File: src/rtl/sfbp_defines.vh
// Constants for the basic flash parameter table store
`ifndef SFBP_DEFINES_VH
`define SFBP_DEFINES_VH

// Command and table placement
`define SFBP_OP_TABLE_READ      8'h5A
`define SFBP_PARAM_TABLE_PTR    24'h00_0030
`define SFBP_TABLE_END          24'h00_0054
`define SFBP_TABLE_DWORDS       4'h9
`define SFBP_BLANK_BYTE         8'hFF

// Link framing
`define SFBP_CMD_BITS_LAST      3'h7
`define SFBP_ADDR_BITS_LAST     5'h17
`define SFBP_DUMMY_BITS_LAST    3'h7
`define SFBP_BYTE_BITS_LAST     3'h7

// Synchroniser reset levels: {sck, cs_n, si}
`define SFBP_SYNC_RST           3'h2

// First double word, field values
`define SFBP_ERASE_4K_AVAIL     2'h1
`define SFBP_WR_GRAN_64         1'h1
`define SFBP_STATUS_NONVOL      1'h0
`define SFBP_WREN_SEL_NONE      1'h0
`define SFBP_UNUSED_3           3'h7
`define SFBP_ERASE_4K_OP        8'h20
`define SFBP_FR_112_SUP         1'h1
`define SFBP_ADDR_3BYTE         2'h0
`define SFBP_DTR_NONE           1'h0
`define SFBP_FR_122_SUP         1'h1
`define SFBP_FR_144_SUP         1'h1
`define SFBP_FR_114_SUP         1'h1
`define SFBP_UNUSED_1           1'h1
`define SFBP_UNUSED_BYTE        8'hFF

// Flash density, bits minus one
`define SFBP_DENSITY_RST        32'h003F_FFFF

// Fast read entries: dummy clocks, mode bits, opcode
`define SFBP_Q144_WAIT          5'h04
`define SFBP_Q144_MODE          3'h2
`define SFBP_Q144_OP            8'hEB
`define SFBP_Q114_WAIT          5'h08
`define SFBP_Q114_MODE          3'h0
`define SFBP_Q114_OP            8'h6B
`define SFBP_D112_WAIT          5'h08
`define SFBP_D112_MODE          3'h0
`define SFBP_D112_OP            8'h3B
`define SFBP_D122_WAIT          5'h00
`define SFBP_D122_MODE          3'h4
`define SFBP_D122_OP            8'hBB

// All-dual and all-quad modes, absent
`define SFBP_FR_222_SUP         1'h0
`define SFBP_FR_444_SUP         1'h0
`define SFBP_NOWAIT_BYTE        8'h00
`define SFBP_ABSENT_OP          8'hFF

// Sector erase types: size exponent and opcode
`define SFBP_ERASE1_SIZE        8'h0C
`define SFBP_ERASE1_OP          8'h20
`define SFBP_ERASE2_SIZE        8'h0F
`define SFBP_ERASE2_OP          8'h52
`define SFBP_ERASE3_SIZE        8'h10
`define SFBP_ERASE3_OP          8'hD8
`define SFBP_ERASE4_SIZE        8'h08
`define SFBP_ERASE4_OP          8'h81

`endif

File: src/rtl/sfbp_sync.v
// Two-flop synchroniser for pins from outside the clock domain
`timescale 1ns/1ps
module sfbp_sync #(
    parameter         W   = 3,
    parameter [W-1:0] RST = {W{1'b0}}
) (
    // Clock and reset
    input  wire         clk,
    input  wire         resetn,
    // Asynchronous levels in, synchronised out
    input  wire [W-1:0] d_in,
    output wire [W-1:0] q_out
);

    reg [W-1:0] meta_r;
    reg [W-1:0] sync_r;

    always @(posedge clk) begin
        if (!resetn) begin
            meta_r <= RST;
            sync_r <= RST;
        end else begin
            meta_r <= d_in;
            sync_r <= meta_r;
        end
    end

    assign q_out = sync_r;

endmodule

File: src/rtl/sfbp_fifo.v
// Synchronous FIFO with valid/ready on both sides and a flush
`timescale 1ns/1ps
module sfbp_fifo #(
    parameter W     = 8,
    parameter DEPTH = 8,
    parameter AW    = 3
) (
    // Clock and reset
    input  wire         clk,
    input  wire         resetn,
    input  wire         flush,
    // Fill side
    input  wire         in_valid,
    output wire         in_ready,
    input  wire [W-1:0] in_data,
    // Drain side
    output wire         out_valid,
    input  wire         out_ready,
    output wire [W-1:0] out_data
);

    reg  [W-1:0] mem_r [0:DEPTH-1];
    reg  [AW:0]  wr_ptr_r;
    reg  [AW:0]  rd_ptr_r;
    wire [AW:0]  level;
    wire         push;
    wire         pop;

    assign level     = wr_ptr_r - rd_ptr_r;
    assign in_ready  = (level != DEPTH[AW:0]);
    assign out_valid = (level != {(AW+1){1'b0}});
    assign push      = in_valid & in_ready;
    assign pop       = out_valid & out_ready;
    assign out_data  = mem_r[rd_ptr_r[AW-1:0]];

    // Pointer ring relies on DEPTH being a power of two
    always @(posedge clk) begin
        if (!resetn || flush) begin
            wr_ptr_r <= {(AW+1){1'b0}};
            rd_ptr_r <= {(AW+1){1'b0}};
        end else begin
            if (push) begin
                wr_ptr_r <= wr_ptr_r + 1'b1;
            end
            if (pop) begin
                rd_ptr_r <= rd_ptr_r + 1'b1;
            end
        end
    end

    always @(posedge clk) begin
        if (push) begin
            mem_r[wr_ptr_r[AW-1:0]] <= in_data;
        end
    end

endmodule

File: src/rtl/sfbp_param_rom.v
// Basic flash parameter table store behind the serial read link
`timescale 1ns/1ps
`include "sfbp_defines.vh"
module sfbp_param_rom #(
    parameter [31:0] DENSITY    = `SFBP_DENSITY_RST,
    parameter        FIFO_DEPTH = 8,
    parameter        FIFO_AW    = 3
) (
    // Clock and reset
    input  wire        clk,
    input  wire        resetn,
    // Serial link pins
    input  wire        sck_in,
    input  wire        cs_n_in,
    input  wire        si_in,
    output wire        so_out,
    output wire        so_oe_n,
    // Status
    output wire        table_read_active,
    output wire        cmd_ignored,
    output wire [23:0] out_addr
);

    localparam [2:0] ST_CMD    = 3'h0;
    localparam [2:0] ST_ADDR   = 3'h1;
    localparam [2:0] ST_DUMMY  = 3'h2;
    localparam [2:0] ST_DATA   = 3'h3;
    localparam [2:0] ST_IGNORE = 3'h4;

    // Table contents, little-endian double words
    wire [31:0] dw0;
    wire [31:0] dw2;
    wire [31:0] dw3;
    wire [31:0] dw4;
    wire [31:0] dw5;
    wire [31:0] dw6;
    wire [31:0] dw7;
    wire [31:0] dw8;

    assign dw0[1:0]   = `SFBP_ERASE_4K_AVAIL;
    assign dw0[2]     = `SFBP_WR_GRAN_64;
    assign dw0[3]     = `SFBP_STATUS_NONVOL;
    assign dw0[4]     = `SFBP_WREN_SEL_NONE;
    assign dw0[7:5]   = `SFBP_UNUSED_3;
    assign dw0[15:8]  = `SFBP_ERASE_4K_OP;
    assign dw0[16]    = `SFBP_FR_112_SUP;
    assign dw0[18:17] = `SFBP_ADDR_3BYTE;
    assign dw0[19]    = `SFBP_DTR_NONE;
    assign dw0[20]    = `SFBP_FR_122_SUP;
    assign dw0[21]    = `SFBP_FR_144_SUP;
    assign dw0[22]    = `SFBP_FR_114_SUP;
    assign dw0[23]    = `SFBP_UNUSED_1;
    assign dw0[31:24] = `SFBP_UNUSED_BYTE;

    assign dw2 = {`SFBP_Q114_OP, `SFBP_Q114_MODE, `SFBP_Q114_WAIT,
                  `SFBP_Q144_OP, `SFBP_Q144_MODE, `SFBP_Q144_WAIT};
    assign dw3 = {`SFBP_D122_OP, `SFBP_D122_MODE, `SFBP_D122_WAIT,
                  `SFBP_D112_OP, `SFBP_D112_MODE, `SFBP_D112_WAIT};
    assign dw4 = {`SFBP_UNUSED_BYTE, `SFBP_UNUSED_BYTE, `SFBP_UNUSED_BYTE,
                  `SFBP_UNUSED_3, `SFBP_FR_444_SUP, `SFBP_UNUSED_3,
                  `SFBP_FR_222_SUP};
    assign dw5 = {`SFBP_ABSENT_OP, `SFBP_NOWAIT_BYTE,
                  `SFBP_UNUSED_BYTE, `SFBP_UNUSED_BYTE};
    assign dw6 = {`SFBP_ABSENT_OP, `SFBP_NOWAIT_BYTE,
                  `SFBP_UNUSED_BYTE, `SFBP_UNUSED_BYTE};
    assign dw7 = {`SFBP_ERASE2_OP, `SFBP_ERASE2_SIZE,
                  `SFBP_ERASE1_OP, `SFBP_ERASE1_SIZE};
    assign dw8 = {`SFBP_ERASE4_OP, `SFBP_ERASE4_SIZE,
                  `SFBP_ERASE3_OP, `SFBP_ERASE3_SIZE};

    // Byte lookup; outside the table the link reads blank
    function [7:0] table_byte;
        input [23:0] addr;
        reg   [23:0] rel;
        reg   [31:0] dw;
        begin
            rel = addr - `SFBP_PARAM_TABLE_PTR;
            case (rel[5:2])
                4'h0:    dw = dw0;
                4'h1:    dw = DENSITY;
                4'h2:    dw = dw2;
                4'h3:    dw = dw3;
                4'h4:    dw = dw4;
                4'h5:    dw = dw5;
                4'h6:    dw = dw6;
                4'h7:    dw = dw7;
                4'h8:    dw = dw8;
                default: dw = {4{`SFBP_BLANK_BYTE}};
            endcase
            if (addr < `SFBP_PARAM_TABLE_PTR || addr >= `SFBP_TABLE_END) begin
                table_byte = `SFBP_BLANK_BYTE;
            end else begin
                table_byte = dw[{rel[1:0], 3'h0} +: 8];
            end
        end
    endfunction

    // Pin synchronisation and edge detection
    wire [2:0] sync_q;
    wire       sck_s;
    wire       cs_n_s;
    wire       si_s;
    reg        sck_prev_r;
    wire       sck_rise;

    sfbp_sync #(
        .W   (3),
        .RST (`SFBP_SYNC_RST)
    ) u_sync (
        .clk    (clk),
        .resetn (resetn),
        .d_in   ({sck_in, cs_n_in, si_in}),
        .q_out  (sync_q)
    );

    assign sck_s    = sync_q[2];
    assign cs_n_s   = sync_q[1];
    assign si_s     = sync_q[0];
    assign sck_rise = sck_s & ~sck_prev_r;

    // Framing state
    reg  [2:0]  state_r;
    reg  [2:0]  state_nxt;
    reg  [2:0]  bit_cnt_r;
    reg  [4:0]  addr_cnt_r;
    reg  [7:0]  cmd_r;
    reg  [23:0] addr_r;
    wire [7:0]  cmd_shift;
    wire [23:0] addr_shift;
    wire        addr_done;
    wire        dummy_done;

    assign cmd_shift  = {cmd_r[6:0], si_s};
    assign addr_shift = {addr_r[22:0], si_s};
    assign addr_done  = sck_rise && state_r == ST_ADDR
                        && addr_cnt_r == `SFBP_ADDR_BITS_LAST;
    assign dummy_done = sck_rise && state_r == ST_DUMMY
                        && bit_cnt_r == `SFBP_DUMMY_BITS_LAST;

    always @* begin
        state_nxt = state_r;
        if (cs_n_s) begin
            state_nxt = ST_CMD;
        end else if (sck_rise) begin
            case (state_r)
                ST_CMD: begin
                    if (bit_cnt_r == `SFBP_CMD_BITS_LAST) begin
                        if (cmd_shift == `SFBP_OP_TABLE_READ) begin
                            state_nxt = ST_ADDR;
                        end else begin
                            state_nxt = ST_IGNORE;
                        end
                    end
                end
                ST_ADDR: begin
                    if (addr_done) begin
                        state_nxt = ST_DUMMY;
                    end
                end
                ST_DUMMY: begin
                    if (dummy_done) begin
                        state_nxt = ST_DATA;
                    end
                end
                default: state_nxt = state_r;
            endcase
        end
    end

    always @(posedge clk) begin
        if (!resetn) begin
            state_r    <= ST_CMD;
            sck_prev_r <= 1'b0;
            bit_cnt_r  <= 3'h0;
            addr_cnt_r <= 5'h00;
            cmd_r      <= 8'h00;
            addr_r     <= 24'h00_0000;
        end else begin
            state_r    <= state_nxt;
            sck_prev_r <= sck_s;
            if (cs_n_s) begin
                bit_cnt_r  <= 3'h0;
                addr_cnt_r <= 5'h00;
            end else if (sck_rise) begin
                case (state_r)
                    ST_CMD: begin
                        cmd_r     <= cmd_shift;
                        bit_cnt_r <= bit_cnt_r + 3'h1;
                    end
                    ST_ADDR: begin
                        addr_r     <= addr_shift;
                        addr_cnt_r <= addr_cnt_r + 5'h01;
                    end
                    ST_DUMMY: begin
                        bit_cnt_r <= bit_cnt_r + 3'h1;
                    end
                    default: bit_cnt_r <= bit_cnt_r;
                endcase
            end
        end
    end

    // Prefetch into the FIFO; the dummy byte hides the fill latency
    reg  [23:0] fill_addr_r;
    reg         fill_on_r;
    wire        fifo_in_ready;
    wire        fifo_out_valid;
    wire        fifo_out_ready;
    wire [7:0]  fifo_out_data;
    wire        push;

    assign push = fill_on_r & fifo_in_ready & ~cs_n_s;

    always @(posedge clk) begin
        if (!resetn) begin
            fill_on_r   <= 1'b0;
            fill_addr_r <= 24'h00_0000;
        end else if (cs_n_s) begin
            fill_on_r <= 1'b0;
        end else if (addr_done) begin
            fill_on_r   <= 1'b1;
            fill_addr_r <= addr_shift;
        end else if (push) begin
            fill_addr_r <= fill_addr_r + 24'h00_0001;
        end
    end

    sfbp_fifo #(
        .W     (8),
        .DEPTH (FIFO_DEPTH),
        .AW    (FIFO_AW)
    ) u_fifo (
        .clk       (clk),
        .resetn    (resetn),
        .flush     (cs_n_s),
        .in_valid  (fill_on_r & ~cs_n_s),
        .in_ready  (fifo_in_ready),
        .in_data   (table_byte(fill_addr_r)),
        .out_valid (fifo_out_valid),
        .out_ready (fifo_out_ready),
        .out_data  (fifo_out_data)
    );

    // Output shifter: bits change just after the rising edge the host sampled on,
    // which leaves most of a link period of setup for the next rising edge
    reg  [6:0]  out_sh_r;
    reg  [2:0]  out_cnt_r;
    reg         so_r;
    reg         so_oe_n_r;
    reg  [23:0] out_addr_r;
    reg  [23:0] next_addr_r;
    reg         ignored_r;
    wire        load_evt;
    wire        shift_evt;
    wire [7:0]  load_byte;

    assign load_evt  = dummy_done || (sck_rise && state_r == ST_DATA
                       && out_cnt_r == `SFBP_BYTE_BITS_LAST);
    assign shift_evt = sck_rise && state_r == ST_DATA
                       && out_cnt_r != `SFBP_BYTE_BITS_LAST;
    assign fifo_out_ready = load_evt & ~cs_n_s;
    // Starvation cannot occur at the link rate; blank keeps the line defined
    assign load_byte = fifo_out_valid ? fifo_out_data : `SFBP_BLANK_BYTE;

    always @(posedge clk) begin
        if (!resetn) begin
            so_r        <= 1'b1;
            so_oe_n_r   <= 1'b1;
            out_sh_r    <= 7'h7F;
            out_cnt_r   <= 3'h0;
            out_addr_r  <= 24'h00_0000;
            next_addr_r <= 24'h00_0000;
        end else if (cs_n_s) begin
            so_oe_n_r <= 1'b1;
            out_cnt_r <= 3'h0;
        end else if (addr_done) begin
            next_addr_r <= addr_shift;
        end else if (load_evt) begin
            so_r        <= load_byte[7];
            out_sh_r    <= load_byte[6:0];
            so_oe_n_r   <= 1'b0;
            out_cnt_r   <= 3'h0;
            out_addr_r  <= next_addr_r;
            next_addr_r <= next_addr_r + 24'h00_0001;
        end else if (shift_evt) begin
            so_r      <= out_sh_r[6];
            out_sh_r  <= {out_sh_r[5:0], 1'b1};
            out_cnt_r <= out_cnt_r + 3'h1;
        end
    end

    always @(posedge clk) begin
        if (!resetn) begin
            ignored_r <= 1'b0;
        end else begin
            ignored_r <= (state_r == ST_IGNORE);
        end
    end

    assign so_out            = so_r;
    assign so_oe_n           = so_oe_n_r;
    assign table_read_active = ~so_oe_n_r;
    assign cmd_ignored       = ignored_r;
    assign out_addr          = out_addr_r;

endmodule

File: config.mk
export PLATFORM = sky130hd
export DESIGN_NAME = sfbp_param_rom
export DESIGN_NICKNAME = d
export VERILOG_FILES = /design/src/rtl/sfbp_sync.v /design/src/rtl/sfbp_fifo.v /design/src/rtl/sfbp_param_rom.v
export VERILOG_INCLUDE_DIRS = /design/src /design/src/rtl
export SDC_FILE = /design/constraint.sdc
export NUM_CORES = 1
export LEC_CHECK = 0
export ABC_CLOCK_PERIOD_IN_PS = 3600
export BUFFER_PORTS_ARGS = -buffer_cell sky130_fd_sc_hd__buf_2
export CAP_MARGIN = 20
export CORE_MARGIN = 2
export CORE_UTILIZATION = 27
export DETAILED_ROUTE_END_ITERATION = 7
export PLACE_DENSITY_LB_ADDON = 0.12
export SYNTH_ARGS = -nofsm -noshare
export SYNTH_HDL_FRONTEND = slang
export SYNTH_SLANG_ARGS = --single-unit
File: constraint.sdc
create_clock -name clk -period 3.6 [get_ports clk]
set_input_delay 0.54 -clock clk [delete_from_list [all_inputs] [get_ports clk]]
set_output_delay 0.54 -clock clk [all_outputs]
set_load 0.01 [all_outputs]
==> key figures <==
Layout
  • Layout Cells excl Fill: 1552
  • Post-route cell area: 0.01157 mm^2
  • Most frequent cells in the layout: nand2_1, dfxtp_1, a21oi_1
  • Filler Cell Count: 3862
  • Area delta synth->final: 15.19%
  • Commonest non-fill, non-tap cell in the layout: nand2_1
  • Fraction of layout cells with a size suffix above 1: 14.67%
  • ANT cells: 0
  • Final net count: about 1.1k
  • Finished Core Util: 31.62%

STA
  • Final min period: 2.773 ns
  • Setup Total Neg Slack: 0 ns
  • Actual slew at the worst max-slew pin: 0.8779 ns
  • Final setup violation count: 0
  • Final period utilization: 77.02%
  • Fin. max-slew vios: 0
  • Relative slew slack: 41.02%
  • Unrepaired setup endpoints after global routing: no
  • Peak Freq: 360.7 MHz
  • Final Skew: 0.01005 ns
  • Fin. Hold Viols: 0

Clock tree
  • Maximum clock path buffer count: 3
  • Number of gates resized after cts: 0
  • Clk root buf: clkbuf_16
  • CTS tree: yes
  • Clock-pin slew on the worst setup and hold paths: ~0.060 ns
  • Clk sink count: 209
  • CTS Buf Count: 25
  • Post-CTS setup buffers: 0
  • Hold buffer count at CTS: 0
  • Worst skew pair latency: 0.53 ns
  • H-tree Lvls: 1

Detailed routing
  • Starting DRT DRC Count: 506
  • Final wirelength: 27940 um
  • # DRC: 0
  • Number of vias per cell: 5.129
  • Final ANT Viol Nets: 0
  • First-pass iteration count of the detailed router: 5
  • DR WL/cell: 18.00 um
  • Via Count: 7960

Placed design
  • Hpwl dp: 18760 um
  • Placer Congestion: 0.7574
  • Port bufs: 32
  • Placed instance area: between 0.01 and 0.015 mm^2
  • Post-Place Cells: 1506

Global route
  • First-pass GRT wire length: 45400 um
  • Largest net degree at the start of global routing: 46
  • Grt ovf: 0
  • Vias in the first global route: between 7k and 8k
  • GR Util All Layers: 14.59%
  • Initial antenna violation count: 0

Hold path
  • End of the worst hold path: u_sync.meta_r[1]$_SDFF_PN1_
  • HP Class: primary input to flop
  • Hold path start: cs_n_in
  • Hold Path Depth: 2

Critical path
  • FF-to-FF End: fill_addr_r[10]$_SDFFE_PN0P_
  • CP peak stage delay: 0.56 ns
  • Startpoint Class: flop
  • R2R cell count: 6
  • CP delay by family, top: compound AO/OA/AOI/OAI gates
  • Crit path top cell by count: a21oi_1
  • Reg-to-Reg Start: u_fifo.wr_ptr_r[2]$_SDFFE_PP0P_
  • Setup CP Type: flop to flop
  • R2R Setup Slk: around 0.83 ns
  • Worst-path cell chain: ha_1 > a21oi_1 > a21oi_1 > o41a_4 > a21oi_4 > o221a_2
  • Crit end category: flop
  • Worst EP required: 4.08 ns
  • CP Max Fanout: 18
  • WP buf/inv: 0
  • Slowest CP cell: dfxtp_1
  • Critical path launch point: u_fifo.wr_ptr_r[2]$_SDFFE_PP0P_
  • Arr. time, crit path: 3.25 ns

Die
  • Ports: 33
  • Num rows: 70
  • Die ar.: 0.03878 mm^2
  • Die height: ~200 um
  • Std-Cell Core Area: 0.03661 mm^2
  • Die X: 196.9 um
  • Initial Util: ~27%

Yosys
  • Mean post-synth cell area: 9.561 um^2
  • Synth cell types: slightly above 80
  • FFs w/ async S/R, synth: 0%
  • Post-synthesis sequential area ratio: 48.01%
  • Post-synthesis cell count: 1051
  • Number of synthesized flops with an enable pin: 64
  • Synth Flop Type: dfxtp_1
  • Yosys top cell by area: dfxtp_1
  • Syn. warnings: 0
  • Synth top area cells: dfxtp_1, edfxtp_1, nand2_1
  • Syn Std Cell Area: 0.01005 mm^2
  • Post-synthesis register bit count: 209
  • Share of the synthesized area in the top cell type: 28.89%
  • Syn_nets: 1074

Pwr
  • Cell Pwr Density: 442.3 mW/mm^2
  • Leakage power: 4.091 nW
  • Max VDD drop: 0.2996 mV

Run status
  • Status: finished, final reports clean

Job
  • Max_cap viols: 0
per-layer routing:
| layer | global-route usage, % | wire (um) |
|---|---|---|
| met5 | 0 | 0 |
| met4 | 3.648 | 598 |
| met3 | 1.899 | 868 |
| met2 | 24.81 | 13220 |
| met1 | 19.61 | 13250 |
cell families (layout without fill, tap and decap cells):
group	Yosys count	count (layout)	share of synthesized area (%)
xor+xnor	10	10	0.8716
buf+inv	105	138	4.856
compound gates	283	283	19.30
mux	42	42	6.301
flops	209	209	48.01
simple gates	384	384	18.42
fa+ha+maj	18	18	2.241
how the worst max path moves through the flow:
| stage | endpoint | slack [ns] | depth (start not counted) |
|---|---|---|---|
| floorplan | u_fifo.mem_r[4][0]$_DFFE_PP_ | 0.59 | 7 |
| CTS | fill_addr_r[10]$_SDFFE_PN0P_ | 0.79 | 6 |
| detailed placement | fill_addr_r[10]$_SDFFE_PN0P_ | 0.81 | 6 |
| finish | fill_addr_r[10]$_SDFFE_PN0P_ | 0.83 | 6 |
| global placement | u_fifo.mem_r[4][1]$_DFFE_PP_ | 0.84 | 8 |
| global route | u_fifo.mem_r[0][4]$_DFFE_PP_ | 0.55 | 6 |
state kept, by name, summed over array words and instances (netlist names), 3 cells and up, named ones only:
register         cells
fill_addr_r         24
u_fifo.wr_ptr_r      4
u_sync.q_out         3
out_addr            24
out_cnt_r            3
addr_r              23
next_addr_r         24
u_fifo.mem_r        64
cmd_r                7
bit_cnt_r            3
u_sync.meta_r        3
state_r              3
addr_cnt_r           5
u_fifo.rd_ptr_r      4
out_sh_r             7
synth_stat cells, drive strengths merged (16+ instances only):
| cell | instances |
|---|---|
| a211oi | 17 |
| a21oi | 95 |
| buf | 30 |
| clkbuf | 46 |
| dfxtp | 145 |
| edfxtp | 64 |
| ha | 18 |
| inv | 27 |
| mux2i | 16 |
| mux4 | 16 |
| nand2 | 175 |
| nand3 | 30 |
| nand4 | 16 |
| nor2 | 60 |
| o21ai | 37 |
stage by stage:
step | power, mW | hold WS (ns) | setup slack, ns
after floorplan | 2.517 | 0.3863 | 0.5923
after global placement | 2.541 | 0.4074 | 0.8407
after detailed placement | 2.541 | 0.4089 | 0.8123
after CTS | 5.212 | 0.1509 | 0.7902
after global routing | 5.307 | 0.1680 | 0.5503
final | 5.119 | 0.1829 | 0.8272
layout make-up:
cell class / count / area, um^2 / share of cell area [%]
clock buffer: 31 / 688.2 / 5.945
clock inverter: 14 / 185.2 / 1.600
inverter: 28 / 105.1 / 0.9080
multi-input combinational: 737 / 4768 / 41.20
sequential: 209 / 4825 / 41.68
tap: 468 / 585.6 / 5.059
timing repair buffer: 65 / 417.9 / 3.610
power breakdown:
part / total [mW] / switching [mW] / internal [mW]
logic: 0.0634 / 0.0460 / 0.0174
registers: 2.42 / 0.00669 / 2.42
clock network: 2.63 / 1.04 / 1.59
Note: power is estimated with default switching activity, not from simulation.
